`config.mk`:
```
export PLATFORM = sky130hd
export DESIGN_NAME = pic_ctrl
export DESIGN_NICKNAME = d
export VERILOG_FILES = /design/src/pic_pkg.sv /design/src/pic_arb_if.sv /design/src/pic_arbiter.sv /design/src/pic_ctrl.sv
export SDC_FILE = /design/constraint.sdc
export NUM_CORES = 1
export LEC_CHECK = 0
export BUFFER_PORTS_ARGS = -buffer_cell sky130_fd_sc_hd__buf_2
export CAP_MARGIN = 20
export CORE_ASPECT_RATIO = 1.1
export CORE_MARGIN = 2
export CORE_UTILIZATION = 60
export DETAILED_ROUTE_END_ITERATION = 8
export PLACE_DENSITY = 0.87
export SLEW_MARGIN = 20
export SYNTH_ARGS = -nofsm -noshare
export SYNTH_HDL_FRONTEND = slang
export SYNTH_SLANG_ARGS = --single-unit
export TNS_END_PERCENT = 30
```
`constraint.sdc`:
```
create_clock -name sys_clk_in -period 18.35 [get_ports sys_clk_in]
set_clock_uncertainty 0.15 [all_clocks]
set_input_delay 3.67 -clock sys_clk_in [delete_from_list [all_inputs] [get_ports sys_clk_in]]
set_output_delay 3.67 -clock sys_clk_in [all_outputs]
set_load 0.01 [all_outputs]
```
`src/pic_pkg.sv`:
```
`default_nettype none
package pic_pkg;
	// source count, polling order is index order
	localparam int          NUM_SRC      = 8;
	localparam int          LVL_W        = 2;
	localparam int          ADDR_W       = 5;
	localparam int          IDX_W        = 3;
	localparam int          RANK_W       = 3;
	localparam int          ISR_W        = 5;
	localparam int          EV_W         = 4;
	localparam int          TIMER0_IDX   = 1;
	// vectors: base plus step times source index
	localparam logic [15:0] VEC_BASE     = 16'h0003;
	localparam logic [15:0] VEC_STEP     = 16'h0008;
	localparam logic [15:0] TIMER0_VEC   = 16'h000B;
	localparam logic [15:0] NMI_VEC      = 16'h0073;
	// sources whose flag the vector fetch clears
	localparam logic [7:0]  AUTOCLR_MASK = 8'h02;
	// ranks: main, levels 0..3, nmi
	localparam logic [2:0]  RANK_MAIN    = 3'h0;
	localparam logic [2:0]  RANK_NMI     = 3'h5;
	localparam int          ISR_NMI_BIT  = 4;
	// register byte offsets
	localparam logic [4:0]  OFS_FLAG     = 5'h00;
	localparam logic [4:0]  OFS_ENABLE   = 5'h04;
	localparam logic [4:0]  OFS_PRIO     = 5'h08;
	localparam logic [4:0]  OFS_INSERV   = 5'h0C;
	localparam logic [4:0]  OFS_EVSTAT   = 5'h10;
	localparam logic [4:0]  OFS_EVMASK   = 5'h14;
	localparam logic [4:0]  OFS_SWSET    = 5'h18;
	// event status bit positions
	localparam int          EV_VEC       = 0;
	localparam int          EV_NMI       = 1;
	localparam int          EV_PREEMPT   = 2;
	localparam int          EV_BADRET    = 3;
	// reset values
	localparam logic [7:0]  FLAG_RST     = 8'h00;
	localparam logic [7:0]  ENABLE_RST   = 8'h00;
	localparam logic [15:0] PRIO_RST     = 16'h0000;
	localparam logic [3:0]  EVMASK_RST   = 4'h0;
	typedef enum logic [1:0] {
		ST_IDLE = 2'b01,
		ST_REQ  = 2'b10
	} pic_state_type;
endpackage
`default_nettype wire

```
`src/pic_arb_if.sv`:
```
`timescale 1ns/10ps
`default_nettype none
interface pic_arb_if;
	import pic_pkg::*;
	logic [NUM_SRC-1:0]       pend;
	logic [NUM_SRC*LVL_W-1:0] prio;
	logic                     nmi;
	logic [RANK_W-1:0]        cur_rank;
	logic                     win;
	logic [IDX_W-1:0]         win_idx;
	logic                     win_nmi;
	logic [RANK_W-1:0]        win_rank;
	modport ctl (output pend, prio, nmi, cur_rank, input win, win_idx, win_nmi, win_rank);
	modport arb (input pend, prio, nmi, cur_rank, output win, win_idx, win_nmi, win_rank);
endinterface
`default_nettype wire

```
`src/pic_arbiter.sv`:
```
`timescale 1ns/10ps
`default_nettype none
module pic_arbiter (
	// request view from the controller
	pic_arb_if.arb arb
);
	import pic_pkg::*;

	logic [RANK_W-1:0] src_rank [NUM_SRC];
	logic [RANK_W-1:0] best_rank;
	logic [IDX_W-1:0]  best_idx;

	////////////////////////////////////////////////////////////////
	genvar gi;
	generate
		for (gi = 0; gi < NUM_SRC; gi = gi + 1) begin : g_rank
			// any of four levels per source
			assign src_rank[gi] = arb.pend[gi] ?
				RANK_W'({1'b0, arb.prio[gi*LVL_W +: LVL_W]} + 3'h1) : RANK_MAIN;
		end
	endgenerate

	// strict compare keeps the lowest index on a tie
	always_comb begin
		best_rank = RANK_MAIN;
		best_idx  = '0;
		for (int i = 0; i < NUM_SRC; i++) begin
			if (src_rank[i] > best_rank) begin
				best_rank = src_rank[i];
				best_idx  = IDX_W'(i);
			end
		end
	end

	////////////////////////////////////////////////////////////////
	// nmi has a fixed rank above level three
	assign arb.win_nmi  = arb.nmi;
	assign arb.win_rank = arb.nmi ? RANK_NMI : best_rank;
	assign arb.win_idx  = best_idx;
	assign arb.win      = arb.win_rank > arb.cur_rank;
endmodule
`default_nettype wire

```
`src/pic_ctrl.sv`:
```
// Summary of operation
// - each source takes one of four levels
// - only strictly higher rank preempts a handler
// - nmi always ranks above level three
// - highest pending level is vectored first
// - lowest index wins within one level
// - timer0 vectors to 000B when enabled
// - timer0 flag cleared when it is vectored
// - acknowledge via long call, psw not saved
// - interrupt return ends current in-service level
// - plain return leaves in-service level set
// - other flags stay until software clears
//
// The placing of the registers and register access over Avalon-MM were chosen for this implementation.
`timescale 1ns/10ps
`default_nettype none
module pic_ctrl (
	// clock and reset
	input  wire logic                          sys_clk_in,
	input  wire logic                          reset_n_in,
	input  wire logic                          clk_en_in,
	// avalon-mm slave
	input  wire logic [pic_pkg::ADDR_W-1:0]    avs_address_in,
	input  wire logic                          avs_read_in,
	input  wire logic                          avs_write_in,
	input  wire logic [31:0]                   avs_writedata_in,
	output logic      [31:0]                   avs_readdata_out,
	output logic                               avs_waitrequest_out,
	// request sources, same clock
	input  wire logic [pic_pkg::NUM_SRC-1:0]   src_event_in,
	input  wire logic                          nmi_event_in,
	// core side
	output logic                               irq_req_out,
	output logic      [15:0]                   irq_vector_out,
	output logic      [pic_pkg::RANK_W-1:0]    irq_rank_out,
	input  wire logic                          irq_ack_in,
	input  wire logic                          irq_return_in,
	// event interrupt
	output logic                               irq_out
);
	import pic_pkg::*;

	pic_arb_if arb_bus ();

	pic_state_type             state_ff, nxt_state;
	logic [NUM_SRC-1:0]        flag_ff, nxt_flag;
	logic [NUM_SRC-1:0]        en_ff, nxt_en;
	logic [NUM_SRC*LVL_W-1:0]  prio_ff, nxt_prio;
	logic [ISR_W-1:0]          isr_ff, nxt_isr;
	logic [EV_W-1:0]           ev_ff, nxt_ev;
	logic [EV_W-1:0]           mask_ff, nxt_mask;
	logic                      nmi_ff, nxt_nmi;
	logic [IDX_W-1:0]          idx_ff, nxt_idx;
	logic                      rnmi_ff, nxt_rnmi;
	logic [RANK_W-1:0]         rank_ff, nxt_rank;
	logic [15:0]               vec_ff, nxt_vec;
	logic                      req_ff, nxt_req;
	logic                      wait_ff, nxt_wait;
	logic [31:0]               rdata_ff, nxt_rdata;
	logic                      int_ff, nxt_int;

	////////////////////////////////////////////////////////////////
	// bus decode
	wire bus_req  = avs_read_in | avs_write_in;
	wire acc_done = bus_req & ~wait_ff;
	wire wr_go    = avs_write_in & acc_done;
	wire sel_flag = avs_address_in == OFS_FLAG;
	wire sel_en   = avs_address_in == OFS_ENABLE;
	wire sel_prio = avs_address_in == OFS_PRIO;
	wire sel_isr  = avs_address_in == OFS_INSERV;
	wire sel_ev   = avs_address_in == OFS_EVSTAT;
	wire sel_mask = avs_address_in == OFS_EVMASK;
	wire sel_set  = avs_address_in == OFS_SWSET;

	// unmapped offsets read as zero
	wire [31:0] rd_mux =
		sel_flag ? {24'h000000, flag_ff} :
		sel_en   ? {24'h000000, en_ff} :
		sel_prio ? {16'h0000, prio_ff} :
		sel_isr  ? {27'h0000000, isr_ff} :
		sel_ev   ? {28'h0000000, ev_ff} :
		sel_mask ? {28'h0000000, mask_ff} : 32'h00000000;

	// one wait cycle: data is registered while waitrequest is high
	assign nxt_wait  = ~(bus_req & wait_ff);
	assign nxt_rdata = (bus_req & wait_ff) ? rd_mux : rdata_ff;

	////////////////////////////////////////////////////////////////
	// ranks and arbitration
	function automatic logic [RANK_W-1:0] top_rank(input logic [ISR_W-1:0] s);
		logic [RANK_W-1:0] r;
		r = RANK_MAIN;
		for (int i = 0; i < ISR_W; i++) begin
			if (s[i]) begin
				r = RANK_W'(i + 1);
			end
		end
		return r;
	endfunction

	wire [RANK_W-1:0] cur_rank = top_rank(isr_ff);
	wire [NUM_SRC-1:0] pend   = flag_ff & en_ff;

	assign arb_bus.pend     = pend;
	assign arb_bus.prio     = prio_ff;
	assign arb_bus.nmi      = nmi_ff;
	assign arb_bus.cur_rank = cur_rank;

	pic_arbiter u_arb (
		.arb (arb_bus)
	);

	////////////////////////////////////////////////////////////////
	// handshake with the core
	wire take    = (state_ff == ST_IDLE) & arb_bus.win;
	wire ack     = (state_ff == ST_REQ) & irq_ack_in;
	// a source cleared or disabled before the fetch withdraws its request
	wire gone    = (state_ff == ST_REQ) & ~rnmi_ff & ~pend[idx_ff];
	wire [NUM_SRC-1:0] idx_hot = NUM_SRC'(1) << idx_ff;
	wire [NUM_SRC-1:0] hw_clr  = (ack & ~rnmi_ff) ? (idx_hot & AUTOCLR_MASK) : '0;
	wire [ISR_W-1:0] ack_set   = ack ? ISR_W'(5'h01 << (rank_ff - 3'h1)) : '0;
	wire ret_ok  = irq_return_in & (cur_rank != RANK_MAIN);
	wire [ISR_W-1:0] ret_clr   = ret_ok ? ISR_W'(5'h01 << (cur_rank - 3'h1)) : '0;

	wire [15:0] src_vec = 16'(VEC_BASE + VEC_STEP * {13'h0000, arb_bus.win_idx});

	always_comb begin
		nxt_state = state_ff;
		nxt_req   = req_ff;
		case (state_ff)
			ST_IDLE: begin
				if (take) begin
					nxt_state = ST_REQ;
					nxt_req   = 1'b1;
				end
			end
			ST_REQ: begin
				if (ack || gone) begin
					nxt_state = ST_IDLE;
					nxt_req   = 1'b0;
				end
			end
			default: begin
				nxt_state = ST_IDLE;
				nxt_req   = 1'b0;
			end
		endcase
	end

	assign nxt_idx  = take ? arb_bus.win_idx : idx_ff;
	assign nxt_rnmi = take ? arb_bus.win_nmi : rnmi_ff;
	assign nxt_rank = take ? arb_bus.win_rank : rank_ff;
	assign nxt_vec  = take ? (arb_bus.win_nmi ? NMI_VEC : src_vec) : vec_ff;

	////////////////////////////////////////////////////////////////
	// flags: set wins over every clear
	wire [NUM_SRC-1:0] sw_clr = (wr_go & sel_flag) ? avs_writedata_in[NUM_SRC-1:0] : '0;
	wire [NUM_SRC-1:0] sw_set = (wr_go & sel_set) ? avs_writedata_in[NUM_SRC-1:0] : '0;
	assign nxt_flag = (flag_ff & ~sw_clr & ~hw_clr) | src_event_in | sw_set;
	assign nxt_nmi  = (nmi_ff & ~(ack & rnmi_ff)) | nmi_event_in;
	assign nxt_en   = (wr_go & sel_en) ? avs_writedata_in[NUM_SRC-1:0] : en_ff;
	assign nxt_prio = (wr_go & sel_prio) ? avs_writedata_in[NUM_SRC*LVL_W-1:0] : prio_ff;
	assign nxt_mask = (wr_go & sel_mask) ? avs_writedata_in[EV_W-1:0] : mask_ff;

	// only the interrupt return clears; a plain return has no path here
	assign nxt_isr = (isr_ff & ~ret_clr) | ack_set;

	// events
	wire [EV_W-1:0] ev_set = {irq_return_in & ~ret_ok, take & (cur_rank != RANK_MAIN),
		ack & rnmi_ff, ack};
	wire [EV_W-1:0] ev_clr = (wr_go & sel_ev) ? avs_writedata_in[EV_W-1:0] : '0;
	assign nxt_ev  = (ev_ff & ~ev_clr) | ev_set;
	// registered, so it trails the status by one cycle
	assign nxt_int = |(ev_ff & mask_ff);

	////////////////////////////////////////////////////////////////
	always_ff @(posedge sys_clk_in or negedge reset_n_in) begin
		if (!reset_n_in) begin
			state_ff <= ST_IDLE;
			req_ff   <= 1'b0;
			idx_ff   <= '0;
			rnmi_ff  <= 1'b0;
			rank_ff  <= RANK_MAIN;
			vec_ff   <= 16'h0000;
		end else if (clk_en_in) begin
			state_ff <= nxt_state;
			req_ff   <= nxt_req;
			idx_ff   <= nxt_idx;
			rnmi_ff  <= nxt_rnmi;
			rank_ff  <= nxt_rank;
			vec_ff   <= nxt_vec;
		end
	end

	always_ff @(posedge sys_clk_in or negedge reset_n_in) begin
		if (!reset_n_in) begin
			flag_ff <= FLAG_RST;
			nmi_ff  <= 1'b0;
			en_ff   <= ENABLE_RST;
			prio_ff <= PRIO_RST;
			isr_ff  <= '0;
		end else if (clk_en_in) begin
			flag_ff <= nxt_flag;
			nmi_ff  <= nxt_nmi;
			en_ff   <= nxt_en;
			prio_ff <= nxt_prio;
			isr_ff  <= nxt_isr;
		end
	end

	always_ff @(posedge sys_clk_in or negedge reset_n_in) begin
		if (!reset_n_in) begin
			ev_ff    <= '0;
			mask_ff  <= EVMASK_RST;
			int_ff   <= 1'b0;
			wait_ff  <= 1'b1;
			rdata_ff <= 32'h00000000;
		end else if (clk_en_in) begin
			ev_ff    <= nxt_ev;
			mask_ff  <= nxt_mask;
			int_ff   <= nxt_int;
			wait_ff  <= nxt_wait;
			rdata_ff <= nxt_rdata;
		end
	end

	assign avs_readdata_out    = rdata_ff;
	assign avs_waitrequest_out = wait_ff;
	assign irq_req_out         = req_ff;
	assign irq_vector_out      = vec_ff;
	assign irq_rank_out        = rank_ff;
	assign irq_out             = int_ff;

	////////////////////////////////////////////////////////////////
	// checks
	logic better_exists;
	always_comb begin
		better_exists = 1'b0;
		for (int i = 0; i < NUM_SRC; i++) begin
			if (pend[i]) begin
				if ({1'b0, prio_ff[i*LVL_W +: LVL_W]} + 3'h1 > arb_bus.win_rank ||
					({1'b0, prio_ff[i*LVL_W +: LVL_W]} + 3'h1 == arb_bus.win_rank &&
					IDX_W'(i) < arb_bus.win_idx)) begin
					better_exists = 1'b1;
				end
			end
		end
	end
endmodule
`default_nettype wire

```
==> metrics.yaml, run 1 <==
worst_pin_slew_ns: 0.976
yosys_register_bits: 77
die-height_um: 99.1
antenna_cells: 0
synth-seq-area-share: 0.391
io_pins: 107
antenna_found_initial: 0
register_area_mm2: 0.00193
cp_top_family: "compound AO/OA/AOI/OAI gates"
peakVddDrop_mv: 0.0796
outcome: "completed"
cts_max_level: 3
clk_latency_ns: 0.37
antenna_left: 0
p_per_area_mw_per_mm2: 128
fmax_ghz: 0.0890
r2r_end: "irq_vector_out[3]"
worst_slack_ns: 7.12
synth_cell_types: 55
hold_class: "reg2reg"
tns_ns: 0
cts_tree: "done"
drv_slew: 0
place_area_mm2: 0.00524
routedWlPerCell_um: 17.4
grt_max_degree: 78
path_depth: 46
vias_per_cell: 6.05
crit_type: "reg2reg"
cts_setup_buffers: 0
cts_buffers: 9
synth_top_area_frac: 0.380
route.detailed.drc: 0
netlist_top_cells_area: "dfrtp_1 38%, ha_1 8.4%, mux2_2 6.8%"
coreArea_mm2: 0.00796
fin_crit_ns: 11.23
cpMostUsedCell: "ha_1"
min_to: "avs_readdata_out[12]"
wl_mm: 12.1
finalCritPeriodShare: 0.612
crit_path_end_kind: "flop"
place.gp.congestion: 0.911
yosysWarnings: 0
reg2reg_depth: 46
grt_util_all_layers: 0.277
grt_pass1_wl_mm: 20.0
whs_path_depth: 2
cts_sinks: 77
multi_input_area_mm2: 0.00277
hold_viol: 0
fin_nets: 672
path_clk_slew_ns: 0.09
grt_pass1_vias: 4177
clockRootBuffer: "clkbuf_8"
firstDrtPassIters: 4
area_delta_synth_final_pct: 10.8
synthArstFlopShare: 1.00
fill_cells: 629
cts_hold_buf: 0
cp.required_ns: 18.44
first_iter_violations: 343
synthesis.area_mm2: 0.00494
power.leakage_nw: 2.64
drive_gt1_frac: 0.234
start_util: 0.620
worstPathArrival_ns: 11.32
cpPeakStageDelay_ns: 0.56
synth_top_flop_cell: "dfrtp_1"
clk_path_buf_depth: 2
fp.dieW_um: 90.5
cp.buffers_inverters: 3
start_kind: "flop"
synth_cells: 524
relSlewSlack: 0.344
post_cts_resized: 0
maxCapViolCount: 0
design_area_mm2: 0.00547
place_ws_ns: 7.32
cpMaxStageDelayCell: "a21boi_1"
syn_avg_cell_area_um2: 9.42
hold_ws_ns: 0.332
synth-edff-count: 0
hold_path_startpoint: "avs_readdata_out[12]"
r2r_start: "arb_bus.prio[2]"
yosysTopAreaCell: "dfrtp_1"
path_max_fanout: 12
rows: 34
dpl.hpwl_mm: 8.94
io_buffers: 64
r2r_slack_ns: 7.12
vias: 4228
rsz0062_at_grt: "false"
grt-ovfl-total: 0
dieArea_mm2: 0.00897
setup_viol: 0
==> cell usage in the layout (no fill, tap or decap), types with 7 or more instances in the layout <==
| cell type | instances |
|---|---|
| nor2b_1 | 7 |
| nand3_1 | 14 |
| a22oi_1 | 7 |
| nor2_1 | 30 |
| ha_1 | 33 |
| o21ai_0 | 30 |
| a211oi_1 | 7 |
| nand2_1 | 74 |
| clkbuf_8 | 9 |
| or2_2 | 9 |
| mux2_2 | 30 |
| buf_2 | 63 |
| and3_1 | 13 |
| dfrtp_1 | 75 |
| nand3b_1 | 7 |
| conb_1 | 26 |
| inv_1 | 14 |
| a21oi_1 | 34 |
==> final cells by class <==
type | count | share of cell area
flip-flops and latches | 77 | 0.353
multi-input cells | 416 | 0.507
inverters | 15 | 0.0103
clock buffers | 9 | 0.0226
well taps | 108 | 0.0247
clock inverters | 7 | 0.0192
repair buffers | 67 | 0.0631
==> report_power, final <==
| part | leakage (nW) | switching, W | total (W) | internal (W) |
|---|---|---|---|---|
| Combinational | 1.56 | 0.000193 | 0.000330 | 0.000137 |
| Clock | 0.112 | 0.0000719 | 0.000150 | 0.0000785 |
| Sequential | 0.964 | 0.0000277 | 0.000222 | 0.000194 |
| Total | 2.64 | 0.000293 | 0.000702 | 0.000410 |
==> routing by layer <==
| metal | routed length [um] | track usage |
|---|---|---|
| met1 | 4930 | 0.343 |
| met2 | 6090 | 0.482 |
| met3 | 660 | 0.0462 |
| met4 | 458 | 0.120 |
| met5 | 0 | 0 |
==> worst max path at each step <==
stage                         start                end
floorplan           arb_bus.prio[2]           ev_ff[2]
global placement    arb_bus.prio[2]  irq_vector_out[3]
detailed placement  arb_bus.prio[2]  irq_vector_out[3]
CTS                 arb_bus.prio[2]  irq_vector_out[3]
global route        arb_bus.prio[2]  irq_vector_out[3]
finish              arb_bus.prio[2]  irq_vector_out[3]
==> worst register-to-register path, delay by kind of cell (launching register included) <==
kind	cells	cell delay, ns
AO/OA/AOI/OAI	14	3.92
flip-flops	1	0.43
adder cells (fa/ha/maj)	9	2.70
buffers and inverters	3	0.33
AND/OR/NAND/NOR	17	2.80
multiplexers	3	0.80
==> flip-flops by register name, indices dropped and copies added (netlist names) <==
name	count
arb_bus.nmi	1
arb_bus.prio	16
avs_readdata_out	16
avs_waitrequest_out	1
en_ff	8
ev_ff	4
flag_ff	8
idx_ff	3
irq_out	1
irq_rank_out	3
irq_vector_out	5
isr_ff	5
mask_ff	4
state_ff	2
==> per-stage QoR <==
step                      utilization  instances  power, W
after global placement          0.659        683  0.000534
after global routing            0.687        699  0.000755
final                           0.687        699  0.000702
after floorplan                     -        549  0.000471
after CTS                       0.687        699  0.000698
after detailed placement        0.659        683  0.000547
==> cell usage after synthesis (7+ instances only) <==
| cell type | count |
|---|---|
| clkbuf_1 | 11 |
| a22oi_1 | 7 |
| ha_1 | 33 |
| a21oi_1 | 34 |
| dfrtp_1 | 75 |
| and3_1 | 13 |
| nand2_1 | 74 |
| nor2b_1 | 7 |
| nand3b_1 | 7 |
| mux2_2 | 30 |
| buf_4 | 29 |
| nand3_1 | 14 |
| inv_1 | 14 |
| or2_2 | 9 |
| o21ai_0 | 30 |
| nor2_1 | 30 |
| a211oi_1 | 7 |
==> cell families after synthesis <==
family | share of synthesized area
buffers and inverters | 0.0662
AOI/OAI and AO/OA | 0.185
muxes | 0.0877
other | 0.000760
DFF | 0.391
and+or+nand+nor | 0.186
adders and majority gates | 0.0837
(Power assumes the default switching activity.)
==> run 2, diff against run 1 <==
--- a/config.mk
+++ b/config.mk
@@ -9,9 +9,9 @@
 export CAP_MARGIN = 20
 export CORE_ASPECT_RATIO = 1.1
 export CORE_MARGIN = 2
-export CORE_UTILIZATION = 60
+export CORE_UTILIZATION = 50
 export DETAILED_ROUTE_END_ITERATION = 8
-export PLACE_DENSITY = 0.87
+export PLACE_DENSITY = 0.77
 export SLEW_MARGIN = 20
 export SYNTH_ARGS = -nofsm -noshare
 export SYNTH_HDL_FRONTEND = slang
==> constraint.sdc (replaced) <==
create_clock -name sys_clk_in -period 10.2 [get_ports sys_clk_in]
set_clock_uncertainty 0.15 [all_clocks]
set_input_delay 2.04 -clock sys_clk_in [delete_from_list [all_inputs] [get_ports sys_clk_in]]
set_output_delay 2.04 -clock sys_clk_in [all_outputs]
set_load 0.01 [all_outputs]
==> run 2 against run 1 <==
Effect of this change:
- utilization down 6.7 points
- first-iteration DRC count decreased by 16%
- worst hold slack got worse by 0.0030 ns
- critical endpoint is now irq_rank_out[1]
- largest power group unchanged
- highest routed layer unchanged
==> metrics.yaml, run 2 (synthesis gave the netlist of run 1 again) <==
hold_class: "reg2reg"
cpPeakStageDelay_ns: 0.42  # -0.14 ns
path_clk_slew_ns: 0.09  # about the same
p_sw_frac: 0.416  # -0.000829
cpMostUsedCell: "ha_4"
crit_type: "reg2reg"
die-height_um: 108  # +9.2%
grt_util_all_layers: 0.242  # -0.0347
dpl.hpwl_mm: 9.04  # +1.1%
grt_max_degree: 78  # unchanged
cts_max_level: 3  # unchanged
fin_nets: 705  # +4.9%
antenna_found_initial: 0  # unchanged
design_area_mm2: 0.00604  # +11%
fill_cells: 773  # +23%
wl_mm: 13.2  # +8.5%
clockRootBuffer: "clkbuf_8"
p_switching_w: 0.000628  # +110%
first_iter_violations: 288  # -16%
outcome: "completed"
r2r_slack_ns: 0.27  # -6.84 ns
io_pins: 107  # unchanged
power.leakage_nw: 2.85  # +8.1%
antenna_left: 0  # unchanged
crit_path_end_kind: "flop"
cp.required_ns: 10.31  # -8.13 ns
drv_slew: 0  # unchanged
grt-ovfl-total: 0  # unchanged
grt_pass1_wl_mm: 20.7  # +3.6%
relSlewSlack: 0.345  # +0.00145
area_delta_synth_final_pct: 22.5
fp.dieW_um: 98.7  # +9.1%
start_util: 0.506  # -0.114
fin_crit_ns: 9.93  # -1.31 ns
path_max_fanout: 9  # -3
worstPathArrival_ns: 10.03  # -1.29 ns
p_per_area_mw_per_mm2: 250  # +95%
clk_path_buf_depth: 2  # unchanged
dieArea_mm2: 0.0107  # +19%
place_area_mm2: 0.00532  # +1.4%
antenna_cells: 0  # unchanged
vias: 4432  # +4.8%
start_kind: "flop"
maxCapViolCount: 0  # unchanged
route.detailed.drc: 0  # unchanged
drive_gt1_frac: 0.345  # +0.111
finalCritPeriodShare: 0.973  # +0.361
hold_viol: 0  # unchanged
vias_per_cell: 5.96  # -1.5%
pwr-share-clk: 0.168  # -0.046
p_int_w: 0.000883  # +120%
pwr-share-comb: 0.568  # +0.098
cts_tree: "done"
fmax_ghz: 0.101  # +13%
setup_viol: 0  # unchanged
final_common_cell: "dfrtp_1"
firstDrtPassIters: 6  # +2
clk_latency_ns: 0.37  # about the same
io_buffers: 64  # unchanged
cts_buffers: 9  # unchanged
rows: 38  # +12%
grt_pass1_vias: 4383  # +4.9%
routedWlPerCell_um: 17.7  # +2.0%
coreArea_mm2: 0.00975  # +23%
worst_pin_slew_ns: 0.974  # -0.00216 ns
cpMaxStageDelayCell: "dfrtp_1"
seq_power_share: 0.264  # -0.052
place.gp.congestion: 0.917  # +0.71%
peakVddDrop_mv: 0.157  # +97%
final_util: 0.620  # -0.0673
mostFrequentLayoutCells: "75 x dfrtp_1, 71 x nand2_1, 63 x buf_2, 34 x buf_4"
cts_sinks: 77  # unchanged
[run 2: cell count changes in the layout (fill, tap and decap cells not counted), sizes merged]
cell,delta
bufinv,-1
buf,+33
clkinvlp,-1
inv,+1
clkbuf,+1
[run 2: final timing paths]
check / from / to / cells after the start
max: arb_bus.prio[2] / irq_rank_out[1] / 45
min: avs_readdata_out[14] / avs_readdata_out[14] / 2
max reg2reg: arb_bus.prio[2] / irq_rank_out[1] / 45
min reg2reg: avs_readdata_out[14] / avs_readdata_out[14] / 2
max in group asynchronous: reset_n_in / arb_bus.prio[11] / 1
min in group asynchronous: reset_n_in / avs_readdata_out[14] / 1
[run 2: cell type report]
| cell class | instances | area (um2) | share of cell area |
|---|---|---|---|
| multi-input cells | 416 | 3080 | 0.509 |
| inverters | 15 | 56.3 | 0.00931 |
| well taps | 120 | 150 | 0.0248 |
| clock buffers | 10 | 138 | 0.0228 |
| flip-flops and latches | 77 | 1930 | 0.319 |
| repair buffers | 100 | 613 | 0.101 |
| clock inverters | 6 | 78.8 | 0.0130 |
[run 2: worst max-delay path: cells and delay by family, from the launching register on]
family	cells	cell delay (ns)
AND/OR/NAND/NOR	16	2.34
multiplexers	2	0.60
flip-flops	1	0.42
adder cells (fa/ha/maj)	9	2.36
AO/OA/AOI/OAI	14	3.42
buffers and inverters	4	0.50
[run 2: stage by stage]
| stage | instances | setup WS [ns] | TNS (ns) | power (W) | hold slack (ns) |
|---|---|---|---|---|---|
| final | 744 | 0.275 | 0 | 0.00151 | 0.329 |
| after global routing | 744 | -0.215 | -2.08 | 0.00162 | 0.360 |
| after CTS | 728 | 0.0189 | 0 | 0.00136 | 0.337 |
| after detailed placement | 703 | -0.304 | -2.52 | 0.00105 | 0.315 |
| after global placement | 703 | -0.00165 | -0.00165 | 0.00101 | 0.306 |
| after floorplan | 549 | 0.377 | 0 | 0.000847 | 0.318 |
[run 2: what timing repair did]
| item | CTS | global route |
|---|---|---|
| pin swaps | 9 | 36 |
| hold buffers | 0 | 0 |
| endpoints found under the setup margin | 14 | 14 |
| buffers inserted | 9 | 16 |
| resized for setup | 14 | 48 |
[run 2: layer usage]
| layer | vias to the layer above | part of all wire | global-route usage |
|---|---|---|---|
| li1 | 2035 | - | - |
| met1 | 2175 | 0.40 | 0.292 |
| met2 | 173 | 0.51 | 0.430 |
| met3 | 49 | 0.055 | 0.0375 |
| met4 | 0 | 0.040 | 0.108 |
| met5 | - | 0 | 0 |
[run 2: power by group through the flow]
| stage | sequential [W] | clock (W) | combinational [W] |
|---|---|---|---|
| after global routing | 0.000406 | 0.000267 | 0.000943 |
| after global placement | 0.000402 | 0 | 0.000612 |
| after floorplan | 0.000393 | 0 | 0.000454 |
| after CTS | 0.000397 | 0.000256 | 0.000703 |
| after detailed placement | 0.000403 | 0 | 0.000643 |
| final | 0.000399 | 0.000254 | 0.000858 |
